--- config.mk ---
export PLATFORM = sky130hd
export DESIGN_NAME = sysio_pin_select
export DESIGN_NICKNAME = d
export VERILOG_FILES = /design/src/sysio_pkg.sv /design/src/sysio_pin_select.sv
export SDC_FILE = /design/constraint.sdc
export NUM_CORES = 1
export LEC_CHECK = 0
export BUFFER_PORTS_ARGS = -buffer_cell sky130_fd_sc_hd__buf_4
export CORE_MARGIN = 2
export CORE_UTILIZATION = 40
export CTS_CLUSTER_SIZE = 30
export DETAILED_ROUTE_END_ITERATION = 12
export PLACE_DENSITY = 0.72
export SETUP_SLACK_MARGIN = 0.4
export SKIP_CTS_REPAIR_TIMING = 1
export SLEW_MARGIN = 40
export SYNTH_ARGS = -nofsm -noshare
export SYNTH_HDL_FRONTEND = slang
export SYNTH_SLANG_ARGS = --single-unit
--- constraint.sdc ---
create_clock -name clk_i -period 2.4 [get_ports clk_i]
set_clock_uncertainty 0.15 [all_clocks]
set_input_delay 0.48 -clock clk_i [delete_from_list [all_inputs] [get_ports clk_i]]
set_output_delay 0.48 -clock clk_i [all_outputs]
set_load 0.02 [all_outputs]
--- src/sysio_pkg.sv ---
// Package for the shared system pin selector: selection bit positions,
// reset values and the per-line pad setting carrier.
// Assumes a single synchronous clock domain and no register bus.
package sysio_pkg;

   // -------------------------------------------------------------
   // Selection bit positions in the system I/O selection word
   // -------------------------------------------------------------
   localparam int unsigned SEL_W = 16;           // Width of the selection word
   localparam int unsigned SEL_ERASE_BIT = 12;   // Flash erase versus port_b_line_twelve
   localparam int unsigned SEL_TCK_BIT = 7;      // Test clock versus port_b_line_seven
   localparam int unsigned SEL_TMS_BIT = 6;      // Mode select versus port_b_line_six
   localparam int unsigned SEL_TDO_BIT = 5;      // Test out versus port_b_line_five
   localparam int unsigned SEL_TDI_BIT = 4;      // Test in versus port_b_line_four
   localparam logic [15:0] SEL_RESET = 16'h0000; // All zero: every pin in system function
   localparam logic [15:0] SEL_MASK = 16'h10F0;  // Implemented selection bits

   // -------------------------------------------------------------
   // Transport switch sequence: 16-bit pattern on mode select,
   // preceded and followed by at least LINE_RESET_LEN ones
   // -------------------------------------------------------------
   localparam logic [15:0] SWITCH_CODE = 16'hE79E;  // Sent LSB first
   localparam int unsigned LINE_RESET_LEN = 50;     // Ones bracketing the code
   localparam logic [5:0] ONES_MAX = 6'h3F;         // Saturating ones count

   // -------------------------------------------------------------
   // Pad settings for one port line
   // -------------------------------------------------------------
   typedef struct packed {
      logic pull_up;         // Pull-up enable
      logic pull_down;       // Pull-down enable
      logic schmitt;         // Schmitt trigger input
      logic open_drain;      // Multi-drive
      logic glitch_filter;   // Glitch filter enable
      logic debounce;        // Debounce enable
      logic change_irq;      // Input change interrupt enable
   } pad_cfg_type;

   // Output side of one line as driven to the pad
   typedef struct packed {
      logic data;            // Level driven
      logic oe;              // High while the line drives
   } pad_drive_type;

   // Debug transports
   typedef enum logic {
      TRANSPORT_SCAN,
      TRANSPORT_TWO_WIRE
   } transport_type;

endpackage

--- src/sysio_pin_select.sv ---
// Shared system pin selector: chooses system function or port line
// for the erase and debug pins, tracks the active debug transport and
// gates the async trace onto the test output pin.
// Assumes all inputs synchronous to clk_i and pad settings from the
// port controller that apply in every mode.
// The switch detector samples the test clock, so it must not exceed half of clk_i.
module sysio_pin_select (
   // Clock and reset
   input wire logic clk_i,
   input wire logic rst_i,
   // Selection word from the matrix special function regs
   input wire logic sel_we_i,
   input wire logic [15:0] sel_wdata_i,
   output logic [15:0] sel_o,
   // Per-line pad settings, lines 4..7 and 12
   input wire sysio_pkg::pad_cfg_type [4:0] pad_cfg_i,
   output sysio_pkg::pad_cfg_type [4:0] pad_cfg_o,
   // Per-line peripheral select and sources
   input wire logic [4:0] periph_sel_i,
   input wire sysio_pkg::pad_drive_type [4:0] soft_drive_i,
   input wire sysio_pkg::pad_drive_type [4:0] periph_drive_i,
   // Pad inputs: erase, tck, tms, tdi, scan select
   input wire logic erase_pin_i,
   input wire logic tck_pin_i,
   input wire logic tms_pin_i,
   input wire logic tdi_pin_i,
   input wire logic boundary_scan_select_i,
   // Debug core side
   input wire logic tdo_core_i,
   input wire logic tdo_core_en_i,
   input wire logic swdio_out_i,
   input wire logic swdio_oe_i,
   input wire logic async_trace_out_i,
   input wire logic trace_en_i,
   // Pad outputs for lines 4..7 and 12
   output sysio_pkg::pad_drive_type [4:0] pad_drive_o,
   // Port line inputs seen by the port controller
   output logic [4:0] port_in_o,
   // System function status
   output logic flash_erase_o,
   output logic boundary_scan_o,
   output logic two_wire_active_o,
   output logic debug_tck_o,
   output logic debug_tms_o,
   output logic debug_tdi_o
);

   // ----------------------------------------------------------------
   // Line index: 0..3 are lines four..seven, 4 is line twelve
   // ----------------------------------------------------------------
   localparam int unsigned LINE_TDI = 0;   // Test in
   localparam int unsigned LINE_TDO = 1;   // Test out or trace out
   localparam int unsigned LINE_TMS = 2;   // Mode select / wire IO
   localparam int unsigned LINE_TCK = 3;   // Test clock / wire clock
   localparam int unsigned LINE_ERS = 4;   // Flash erase

   // Gather the five selection bits into line order
   function automatic logic [4:0] line_sel(input logic [15:0] w);
      line_sel = {w[sysio_pkg::SEL_ERASE_BIT], w[sysio_pkg::SEL_TCK_BIT],
                  w[sysio_pkg::SEL_TMS_BIT], w[sysio_pkg::SEL_TDO_BIT],
                  w[sysio_pkg::SEL_TDI_BIT]};
   endfunction

   // Saturating increment shared by both run counters
   function automatic logic [5:0] sat_inc(input logic [5:0] v);
      sat_inc = (v == sysio_pkg::ONES_MAX) ? v : v + 6'h01;
   endfunction

   // ----------------------------------------------------------------
   // State
   // ----------------------------------------------------------------
   logic [15:0] sel_r;                       // Selection word
   logic [15:0] sel_nxt;
   sysio_pkg::transport_type transport_r;    // Active debug transport
   sysio_pkg::transport_type transport_nxt;
   logic [15:0] shift_r;                     // Last 16 mode-select bits
   logic [5:0] ones_r;                       // Run of ones before the code
   logic [5:0] ones_nxt;
   logic armed_r;                            // Code seen after line reset
   logic armed_nxt;
   logic [5:0] tail_r;                       // Run of ones after the code
   logic [5:0] tail_nxt;
   logic tck_d_r;                            // Previous test clock level
   sysio_pkg::pad_drive_type [4:0] drive_nxt;
   sysio_pkg::pad_drive_type [4:0] drive_r;
   logic [4:0] port_in_r;
   logic erase_r;
   logic scan_r;
   logic tck_r;
   logic tms_r;
   logic tdi_r;
   sysio_pkg::pad_cfg_type [4:0] cfg_r;

   // ----------------------------------------------------------------
   // Decoding
   // ----------------------------------------------------------------
   wire [4:0] port_mode = line_sel(sel_r);   // High: line is a port line
   wire [4:0] pin_in = {erase_pin_i, tck_pin_i, tms_pin_i, 1'b0, tdi_pin_i};
   // Only the selection write may change pin modes
   assign sel_nxt = sel_we_i ? (sel_wdata_i & sysio_pkg::SEL_MASK) : sel_r;
   // Sample mode select on a rising test clock while debug owns the pins
   wire debug_pins = ~port_mode[LINE_TCK] & ~port_mode[LINE_TMS];
   wire tck_rise = debug_pins & tck_pin_i & ~tck_d_r;
   // Window of the last 16 bits; the oldest bit leaves at bit 0
   wire [15:0] shift_nxt = {tms_pin_i, shift_r[15:1]};
   // Count the ones that leave the window: the code holds zeros of its
   // own, so the leading line reset only shows once it is behind the code
   assign ones_nxt = !tck_rise ? ones_r : !shift_r[0] ? 6'h00 : sat_inc(ones_r);
   wire code_hit = tck_rise && (shift_nxt == sysio_pkg::SWITCH_CODE) &&
                   (ones_nxt >= 6'(sysio_pkg::LINE_RESET_LEN));
   // Ones on the line after the code; restarts on any zero
   assign tail_nxt = !tck_rise ? tail_r : (code_hit || !tms_pin_i) ? 6'h00 : sat_inc(tail_r);
   // Code must be followed by a full line reset before switching
   assign armed_nxt = !tck_rise ? armed_r : (code_hit | (armed_r & tms_pin_i));
   // One bit wider so the closing count cannot wrap to zero
   wire [6:0] tail_inc = {1'b0, tail_r} + 7'h01;
   wire switch_done = tck_rise && armed_r && tms_pin_i &&
                      (tail_inc >= 7'(sysio_pkg::LINE_RESET_LEN));
   assign transport_nxt = switch_done ? sysio_pkg::TRANSPORT_TWO_WIRE : transport_r;
   wire two_wire = (transport_r == sysio_pkg::TRANSPORT_TWO_WIRE);

   // Pad drive per line
   always_comb begin
      for (int i = 0; i < 5; i++) begin
         // Port line: peripheral or software source as selected
         drive_nxt[i] = periph_sel_i[i] ? periph_drive_i[i] : soft_drive_i[i];
         if (!port_mode[i]) begin
            // System functions: inputs do not drive
            drive_nxt[i] = '0;
         end
      end
      if (!port_mode[LINE_TDO]) begin
         // Trace only under two-wire; scan-style drives test data out
         drive_nxt[LINE_TDO].data = two_wire ? async_trace_out_i : tdo_core_i;
         drive_nxt[LINE_TDO].oe = two_wire ? trace_en_i : tdo_core_en_i;
      end
      if (!port_mode[LINE_TMS] && two_wire) begin
         // Wire IO is bidirectional in two-wire mode
         drive_nxt[LINE_TMS].data = swdio_out_i;
         drive_nxt[LINE_TMS].oe = swdio_oe_i;
      end
   end

   // ----------------------------------------------------------------
   // Registers
   // ----------------------------------------------------------------
   // Selection word: reset to system functions, write applies next cycle
   always_ff @(posedge clk_i) begin
      if (rst_i) begin
         sel_r <= sysio_pkg::SEL_RESET;
      end else begin
         sel_r <= sel_nxt;
      end
   end

   // A probe clock faster than half of clk_i would lose rising edges;
   // the trade buys a single clock domain with no synchroniser
   // Transport tracker and switch sequence detector
   always_ff @(posedge clk_i) begin
      if (rst_i) begin
         transport_r <= sysio_pkg::TRANSPORT_SCAN;
         shift_r <= 16'h0000;
         ones_r <= 6'h00;
         armed_r <= 1'b0;
         tail_r <= 6'h00;
         tck_d_r <= 1'b0;
      end else begin
         transport_r <= transport_nxt;
         shift_r <= tck_rise ? shift_nxt : shift_r;
         ones_r <= ones_nxt;
         tail_r <= tail_nxt;
         armed_r <= armed_nxt;
         tck_d_r <= tck_pin_i;
      end
   end

   // Pad drive, port inputs and system function inputs
   // Registered so that every pad-facing output comes from a flip-flop
   always_ff @(posedge clk_i) begin
      if (rst_i) begin
         drive_r <= '0;
         port_in_r <= 5'h00;
         erase_r <= 1'b0;
         scan_r <= 1'b0;
         tck_r <= 1'b0;
         tms_r <= 1'b0;
         tdi_r <= 1'b0;
         cfg_r <= '0;
      end else begin
         drive_r <= drive_nxt;
         // Port controller sees the line only in port mode
         port_in_r <= pin_in & port_mode;
         // Erase only while the pin holds its system function
         erase_r <= erase_pin_i & ~port_mode[LINE_ERS];
         scan_r <= boundary_scan_select_i;
         tck_r <= tck_pin_i & ~port_mode[LINE_TCK];
         tms_r <= tms_pin_i & ~port_mode[LINE_TMS];
         tdi_r <= tdi_pin_i & ~port_mode[LINE_TDI] & ~two_wire;
         // Pad settings pass regardless of mode
         cfg_r <= pad_cfg_i;
      end
   end

   // ----------------------------------------------------------------
   // Outputs
   // ----------------------------------------------------------------
   // Straight copies of the registers above
   assign sel_o = sel_r;
   assign pad_drive_o = drive_r;
   assign port_in_o = port_in_r;
   assign flash_erase_o = erase_r;
   assign boundary_scan_o = scan_r;
   assign two_wire_active_o = two_wire;
   assign debug_tck_o = tck_r;
   assign debug_tms_o = tms_r;
   assign debug_tdi_o = tdi_r;
   assign pad_cfg_o = cfg_r;

   // ----------------------------------------------------------------
   // Checks
   // ----------------------------------------------------------------
   // Reset and start-up
   reset_defaults_a: assert property (@(posedge clk_i)
      !rst_i && $past(rst_i) |-> sel_r == 16'h0000 && transport_r == sysio_pkg::TRANSPORT_SCAN)
      else $error("State not default after reset");
   debug_at_start_a: assert property (@(posedge clk_i)
      !rst_i && $past(rst_i) |-> !port_mode[LINE_TCK] && !port_mode[LINE_TMS] && !port_mode[LINE_TDO])
      else $error("Debug pins not in debug mode after reset");

   // Selection word, pass-through, transport and routing
   sel_write_a: assert property (@(posedge clk_i) disable iff (rst_i)
      sel_we_i |=> sel_r == ($past(sel_wdata_i) & sysio_pkg::SEL_MASK))
      else $error("Selection write not applied next cycle");
   sel_hold_a: assert property (@(posedge clk_i) disable iff (rst_i)
      !sel_we_i |=> $stable(sel_r))
      else $error("Selection changed without a write");
   scan_follow_a: assert property (@(posedge clk_i) disable iff (rst_i)
      boundary_scan_select_i |=> boundary_scan_o)
      else $error("Scan select not followed");
   transport_sticky_a: assert property (@(posedge clk_i) disable iff (rst_i)
      two_wire |=> two_wire)
      else $error("Transport left two-wire without reset");
   switch_cause_a: assert property (@(posedge clk_i) disable iff (rst_i)
      $rose(two_wire) |-> $past(armed_r) && $past(tck_rise))
      else $error("Two-wire enabled without the sequence");
   trace_gate_a: assert property (@(posedge clk_i) disable iff (rst_i)
      (!two_wire && !port_mode[LINE_TDO]) |=> pad_drive_o[LINE_TDO].oe == $past(tdo_core_en_i))
      else $error("Trace drove test out under scan transport");
   pad_cfg_a: assert property (@(posedge clk_i) disable iff (rst_i)
      1'b1 |=> pad_cfg_o == $past(pad_cfg_i))
      else $error("Pad settings not applied");
   periph_mux_a: assert property (@(posedge clk_i) disable iff (rst_i)
      (port_mode[LINE_ERS] && periph_sel_i[LINE_ERS]) |=> pad_drive_o[LINE_ERS] == $past(periph_drive_i[LINE_ERS]))
      else $error("Peripheral not routed to port line");
   sel_reserved_a: assert property (@(posedge clk_i) disable iff (rst_i)
      1'b1 |-> (sel_o & ~sysio_pkg::SEL_MASK) == 16'h0000)
      else $error("Unimplemented selection bit set");

   // Gating between system functions and port mode
   erase_gate_a: assert property (@(posedge clk_i) disable iff (rst_i)
      port_mode[LINE_ERS] |=> !flash_erase_o)
      else $error("Erase seen while the line is a port line");
   tck_gate_a: assert property (@(posedge clk_i) disable iff (rst_i)
      port_mode[LINE_TCK] |=> !debug_tck_o)
      else $error("Test clock reached debug while in port mode");
   tms_gate_a: assert property (@(posedge clk_i) disable iff (rst_i)
      port_mode[LINE_TMS] |=> !debug_tms_o)
      else $error("Mode select reached debug while in port mode");
   system_quiet_a: assert property (@(posedge clk_i) disable iff (rst_i)
      !port_mode[LINE_ERS] |=> !pad_drive_o[LINE_ERS].oe)
      else $error("Erase pin driven in system mode");
   port_in_gate_a: assert property (@(posedge clk_i) disable iff (rst_i)
      1'b1 |=> (port_in_o & ~$past(port_mode)) == 5'h00)
      else $error("Port input seen on a system line");

   // Transport and trace
   trace_drive_a: assert property (@(posedge clk_i) disable iff (rst_i)
      (two_wire && !port_mode[LINE_TDO]) |=> pad_drive_o[LINE_TDO].data == $past(async_trace_out_i) &&
      pad_drive_o[LINE_TDO].oe == $past(trace_en_i))
      else $error("Trace not driven under two-wire");
   wire_io_a: assert property (@(posedge clk_i) disable iff (rst_i)
      (two_wire && !port_mode[LINE_TMS]) |=> pad_drive_o[LINE_TMS] == {$past(swdio_out_i), $past(swdio_oe_i)})
      else $error("Wire IO not driven under two-wire");
   tdi_gate_a: assert property (@(posedge clk_i) disable iff (rst_i)
      two_wire |=> !debug_tdi_o)
      else $error("Test in passed under two-wire");
   switch_count_a: assert property (@(posedge clk_i) disable iff (rst_i)
      $rose(two_wire) |-> $past(tail_inc) == 7'(sysio_pkg::LINE_RESET_LEN))
      else $error("Switch not at the closing line reset");

endmodule

==> results of run 1 <==
[power breakdown]
| part | internal [W] | leakage, nW | total, W | switching (W) |
|---|---|---|---|---|
| clock network | 0.000490 | 0.0941 | 0.00101 | 0.000525 |
| registers | 0.00154 | 0.741 | 0.00157 | 0.0000233 |
| logic | 0.000210 | 1.27 | 0.000409 | 0.000199 |
| total | 0.00224 | 2.11 | 0.00299 | 0.000748 |
[logic make-up (layout without fill, tap and decap cells)]
logic type / count (synthesis) / in the layout / share of synthesized area
xor gates and xnor gates: 3 / 3 / 0.00776
and+or+nand+nor: 142 / 142 / 0.219
other: 1 / 12 / 0.00111
muxes: 18 / 18 / 0.0543
buffers and inverters: 35 / 173 / 0.0547
AOI/OAI and AO/OA: 54 / 54 / 0.119
adders and majority gates: 3 / 3 / 0.0111
DFF: 90 / 90 / 0.532
[sequential cells by signal, summed over array words and instances (netlist names)]
signal and count:
ones_r 6, two_wire_active_o 1, armed_r 1, shift_r 16
pad_drive_o 10, debug_tdi_o 1, debug_tms_o 1, tail_r 6
boundary_scan_o 1, port_in_o 4, pad_cfg_o 35, tck_d_r 1
flash_erase_o 1, sel_o 5, debug_tck_o 1
[worst max-delay path: stages (launching register included)]
cell and delay (ns):
dfxtp_4 0.38, or4b_4 0.58, buf_8 0.16, a21oi_2 0.12
a21oi_2 0.09, o311ai_4 0.42, a31o_1 0.20
[synthesized netlist by cell type, types with 2 or more instances]
library cell   n  share of area
xnor2_1        3         0.0078
clkbuf_1      11          0.012
nand2_1       45          0.050
a32o_1         2         0.0059
nor3_1         6         0.0089
mux2i_1       15          0.044
buf_1          5         0.0055
a211oi_1       6          0.013
nor2b_1       42          0.078
nor3b_1        2         0.0044
o31ai_1        2         0.0044
o21ai_0        3         0.0044
ha_1           3          0.011
and2_1         5         0.0092
dfxtp_1       90           0.53
a21oi_1       24          0.035
inv_1          5         0.0055
mux2_2         3          0.010
nor2_1        18          0.020
nand4_1        2         0.0037
and3_1         7          0.013
a31o_1         4          0.010
nand3_1        5         0.0074
buf_4         12          0.027
a22oi_1        3         0.0067
[worst max-delay path by stage]
| stage | end | start | slack (ns) | cells past startpoint |
|---|---|---|---|---|
| 2_1_floorplan | tail_r[0] | tck_pin_i | 0.35 | 4 |
| 3_3_place_gp | tail_r[2] | tck_pin_i | 0.07 | 7 |
| 3_5_place_dp | tail_r[0] | tck_pin_i | 0.05 | 7 |
| 4_1_cts | tail_r[0] | ones_r[0] | 0.11 | 6 |
| 5_1_grt | tail_r[0] | sel_o[6] | 0.14 | 6 |
| 6_report | tail_r[0] | sel_o[6] | 0.22 | 6 |
[stage by stage]
stage | setup slack [ns] | total power, W | hold slack [ns] | cells
2_1_floorplan | 0.352 | 0.00181 | 0.290 | 357
3_3_place_gp | 0.0666 | 0.00199 | 0.303 | 578
3_5_place_dp | 0.0528 | 0.00200 | 0.310 | 578
4_1_cts | 0.106 | 0.00302 | 0.164 | 594
5_1_grt | 0.142 | 0.00313 | 0.157 | 600
6_report | 0.225 | 0.00299 | 0.182 | 600
[per-layer routing]
metal  vias up  track usage
li1       1433            -
met1      1341        0.193
met2       105        0.289
met3        12       0.0540
met4         0       0.0619
met5         -            0
[final cells by class]
class,instances,area [µm²]
Clock buffer,11,131
Clock inverter,5,63.8
Fill cell,712,3420
Inverter,5,18.8
Multi-Input combinational cell,232,1500
Sequential cell,90,1810
Tap cell,105,131
Timing Repair Buffer,152,1150
==> run_results.csv, run 1 <==
group,metric,value,unit
final_layout,areaGrowthSynthToFinish,41.8,%
cts,tritoncts,"built",
detailed_routing,num_vias,2891,
cts,clk_pin_slew,0.09,ns
yosys,syn_area,3380,µm²
cts,clk-insertion-delay-late,0.35,ns
yosys,synth-seq-cells,90,
sta,relSlewSlack,0.624,
worst_setup_path,cp.required,2.54,ns
sta,min_period,2.18,ns
final_layout,final_common_cell,"buf_4",
worst_setup_path,rrSetupSlack,0.22,ns
yosys,yosysUniqueCellTypes,48,
worst_setup_path,cp-start-kind,"flip-flop",
power_and_ir_drop,power_density,623,nW/µm²
yosys,syn_area_per_cell,9.78,µm²
placement,placed_area,4520,µm²
sta,fmax,0.460,GHz
grt,grtUsageTotal,0.168,
worst_setup_path,rr_worst_depth,6,
floorplan,pin_count,162,
sta,hold_viol,0,
yosys,postSynthCellCount,346,
power_and_ir_drop,peakVddDrop,0.000327,V
yosys,synth_edf_count,0,
detailed_routing,postRouteAntennaNets,0,
detailed_routing,avgRoutedWirePerCell,13.6,µm
detailed_routing,wl_met3,570,µm
min_path,hold_class,"in -> reg",
worst_setup_path,r2r_start,"sel_o[6]",
final_layout,insertedDiodeCount,0,
detailed_routing,routed_wl,8.18,mm
detailed_routing,route.detailed.drc,0,
sta,finalMaxSlewViolations,0,
sta,period_share,0.906,
cts,cts_buffers,9,
yosys,seq_area_frac_synth,0.532,
yosys,yosysWarnings,0,
placement,dp_hpwl,6.00,mm
min_path,hp-start,"pad_cfg_i[27]",
worst_setup_path,critPathCaptureType,"flip-flop",
detailed_routing,top_layer,"met4",
final_layout,final_design_area_no_fill,4800,µm²
detailed_routing,drt_iter0_markers,60,
final_layout,final_util,0.584,
flow_run,drv_cap,0,
placement,place.gp.congestion,0.884,
worst_setup_path,arrival,2.31,ns
grt,grt_max_degree,27,
floorplan,die_h,96.0,µm
grt,antenna_found_initial,0,
sta,setup_viol,0,
worst_setup_path,crit_fanout,7,
floorplan,die_w,96.0,µm
worst_setup_path,rr_endpoint,"tail_r[0]",
worst_setup_path,critical_path_class,"reg -> reg",
sta,rsz0062_at_grt,"true",
floorplan,start_util,0.412,
yosys,async_reset_ff_frac,0,
placement,io_buffers,138,
floorplan,num_rows,33,
detailed_routing,drt_first_pass_iters,4,
grt,grt_pass1_wl,12.1,mm
status,outcome,"complete, no violations",
min_path,worstHoldEndpoint,"pad_cfg_o[27]",
power_and_ir_drop,leakage,2.11,nW
detailed_routing,vias_per_cell,4.82,
grt,grt_overflow_total,0,
final_layout,final_nets,583,
floorplan,die-area,9210,µm²
cts,numClockSinks,90,
cts,clock-root-buffer,"clkbuf_8",
detailed_routing,dr_wl_met2,4.33,mm
sta,fin_tns_setup,0,ns
final_layout,drive_gt1_frac,0.374,
sta,tightest_slew,0.562,ns
yosys,ys.flop_type,"dfxtp_1",
min_path,whs_path_depth,2,
final_layout,layout_common_cells,"buf_4 (151), dfxtp_1 (86), nand2_1 (45)",
cts,cts.path.max_buffers,2,
grt,grt_pass1_vias,2670,
floorplan,fp.coreArea,8220,µm²
cts,htreeDepth,3,
detailed_routing,wl_met1,3.17,mm
Power figures use the tool's default switching activity.
==> inputs of run 2 (changes only) <==
--- a/config.mk
+++ b/config.mk
@@ -5,12 +5,12 @@
 export SDC_FILE = /design/constraint.sdc
 export NUM_CORES = 1
 export LEC_CHECK = 0
-export BUFFER_PORTS_ARGS = -buffer_cell sky130_fd_sc_hd__buf_4
 export CORE_MARGIN = 2
 export CORE_UTILIZATION = 40
 export CTS_CLUSTER_SIZE = 30
 export DETAILED_ROUTE_END_ITERATION = 12
-export PLACE_DENSITY = 0.72
+export DONT_BUFFER_PORTS = 1
+export PLACE_DENSITY = 0.55
 export SETUP_SLACK_MARGIN = 0.4
 export SKIP_CTS_REPAIR_TIMING = 1
 export SLEW_MARGIN = 40
==> run 2 against run 1 <==
Against the previous run: worst setup slack better by 0.016 ns; largest power group unchanged; largest cell class unchanged; via count is 19% lower; design area is 22% lower; core utilization is 13 points lower.
==> run_results.csv, run 2 (synthesis results as in run 1) <==
group,metric,value,unit
power_and_ir_drop,p_int,0.00210,W
status,outcome,"complete, no violations",
sta,relSlewSlack,0.650,
power_and_ir_drop,p_sw_frac,0.254,
final_layout,final_cell_count_no_fill,459,
grt,grtUsageTotal,0.156,
final_layout,drive_gt1_frac,0.119,
floorplan,start_util,0.412,
sta,fin_ws,0.241,ns
min_path,hold_class,"in -> reg",
final_layout,insertedDiodeCount,0,
placement,dp_hpwl,5.00,mm
cts,clk_pin_slew,0.09,ns
power_and_ir_drop,p_comb_frac,0.051,
sta,rsz0062_at_grt,"true",
power_and_ir_drop,leakage,1.41,nW
worst_setup_path,cp-start-kind,"flip-flop",
cts,htreeDepth,3,
flow_run,drv_cap,0,
detailed_routing,routed_wl,7.02,mm
power_and_ir_drop,switching_power,0.000717,W
final_layout,final_common_cell,"dfxtp_1",
floorplan,die_w,96.0,µm
detailed_routing,route.detailed.drc,0,
sta,finalMaxSlewViolations,0,
cts,numClockSinks,90,
worst_setup_path,path_cells,"or4b_4 > buf_4 > nor3_4 > a2bb2oi_2 > o311ai_4 > a31o_1",
worst_setup_path,critPathCaptureType,"flip-flop",
final_layout,layout_common_cells,"dfxtp_1 (87), nand2_1 (45), nor2b_1 (42)",
detailed_routing,drt_iter0_markers,93,
floorplan,die_h,96.0,µm
worst_setup_path,crit_fanout,7,
sta,setup_viol,0,
final_layout,areaGrowthSynthToFinish,9.98,%
cts,clock-root-buffer,"clkbuf_8",
worst_setup_path,arrival,2.27,ns
power_and_ir_drop,p_clk_frac,0.370,
detailed_routing,drt_first_pass_iters,4,
sta,fin_tns_setup,0,ns
sta,period_share,0.899,
placement,io_buffers,0,
final_layout,largest_reg_flops,35,
placement,pre_cts_slack,0.128,ns
sta,hold_viol,0,
final_layout,final_nets,442,
placement,dp_cells,441,
cts,tritoncts,"built",
grt,antenna_found_initial,0,
worst_setup_path,cp.required,2.51,ns
floorplan,num_rows,33,
final_layout,final_util,0.453,
floorplan,fp.coreArea,8220,µm²
cts,cts.path.max_buffers,2,
grt,grt_max_degree,74,
detailed_routing,avgRoutedWirePerCell,15.3,µm
worst_setup_path,cp-startpoint,"sel_o[7]",
final_layout,nFillCells,808,
sta,tightest_slew,0.525,ns
floorplan,die-area,9210,µm²
floorplan,pin_count,162,
worst_setup_path,critical_path_class,"reg -> reg",
detailed_routing,vias_per_cell,5.08,
sta,min_period,2.16,ns
worst_setup_path,crit_slowest_cell,"or4b_4",
detailed_routing,postRouteAntennaNets,0,
grt,grt_pass1_vias,2201,
grt,grt_pass1_wl,10.8,mm
placement,place.gp.congestion,0.832,
power_and_ir_drop,power_density,758,nW/µm²
min_path,hp-start,"rst_i",
worst_setup_path,max_stage_delay,0.58,ns
grt,grt_overflow_total,0,
sta,fmax,0.463,GHz
power_and_ir_drop,peakVddDrop,0.000443,V
worst_setup_path,r2r_start,"sel_o[7]",
cts,clk-insertion-delay-late,0.35,ns
detailed_routing,num_vias,2334,
cts,cts_buffers,9,
power_and_ir_drop,seqPwrFrac,0.579,
[run 2: power by group through the flow]
stage / registers [W] / clock network [W] / logic [W]
3_3_place_gp: 0.00167 / 0 / 0.000142
2_1_floorplan: 0.00166 / 0 / 0.000143
6_report: 0.00163 / 0.00104 / 0.000145
4_1_cts: 0.00164 / 0.00107 / 0.000145
5_1_grt: 0.00164 / 0.00115 / 0.000161
3_5_place_dp: 0.00167 / 0 / 0.000145
[run 2: cell type report]
| type | count | area [µm²] | area share |
|---|---|---|---|
| Clock buffer | 10 | 128 | 0.0343 |
| Tap cell | 105 | 131 | 0.0353 |
| Clock inverter | 6 | 73.8 | 0.0198 |
| Multi-Input combinational cell | 232 | 1480 | 0.398 |
| Sequential cell | 90 | 1810 | 0.486 |
| Timing Repair Buffer | 11 | 82.6 | 0.0222 |
| Inverter | 5 | 18.8 | 0.00504 |
[run 2: per-stage QoR]
stage	hold slack, ns	power (W)	cell area [µm²]
2_1_floorplan	0.290	0.00181	3450
3_3_place_gp	0.293	0.00181	3490
3_5_place_dp	0.303	0.00182	3490
4_1_cts	0.0116	0.00286	3690
5_1_grt	0.00169	0.00295	3720
6_report	0.0287	0.00282	3720
[run 2: worst paths after layout]
path                         to  slack [ns]  cells after the start
setup / recovery      tail_r[1]        0.24                      6
setup reg to reg      tail_r[1]        0.24                      6
hold / removal    pad_cfg_o[11]        0.03                      1
hold reg to reg     shift_r[14]        0.31                      2
[run 2: layer usage]
layer	vias to the layer above	routed length, µm	GRT usage
met3	12	490	0.0587
met4	0	151	0.0869
met1	1088	2850	0.192
met2	85	3530	0.236
met5	-	0	0
li1	1149	-	-
[run 2: critical path, delay by kind of cell (launching register included)]
family | cells | cell delay, ns
buffers and inverters | 1 | 0.19
AO/OA/AOI/OAI | 3 | 0.66
flip-flops | 1 | 0.37
AND/OR/NAND/NOR | 2 | 0.70
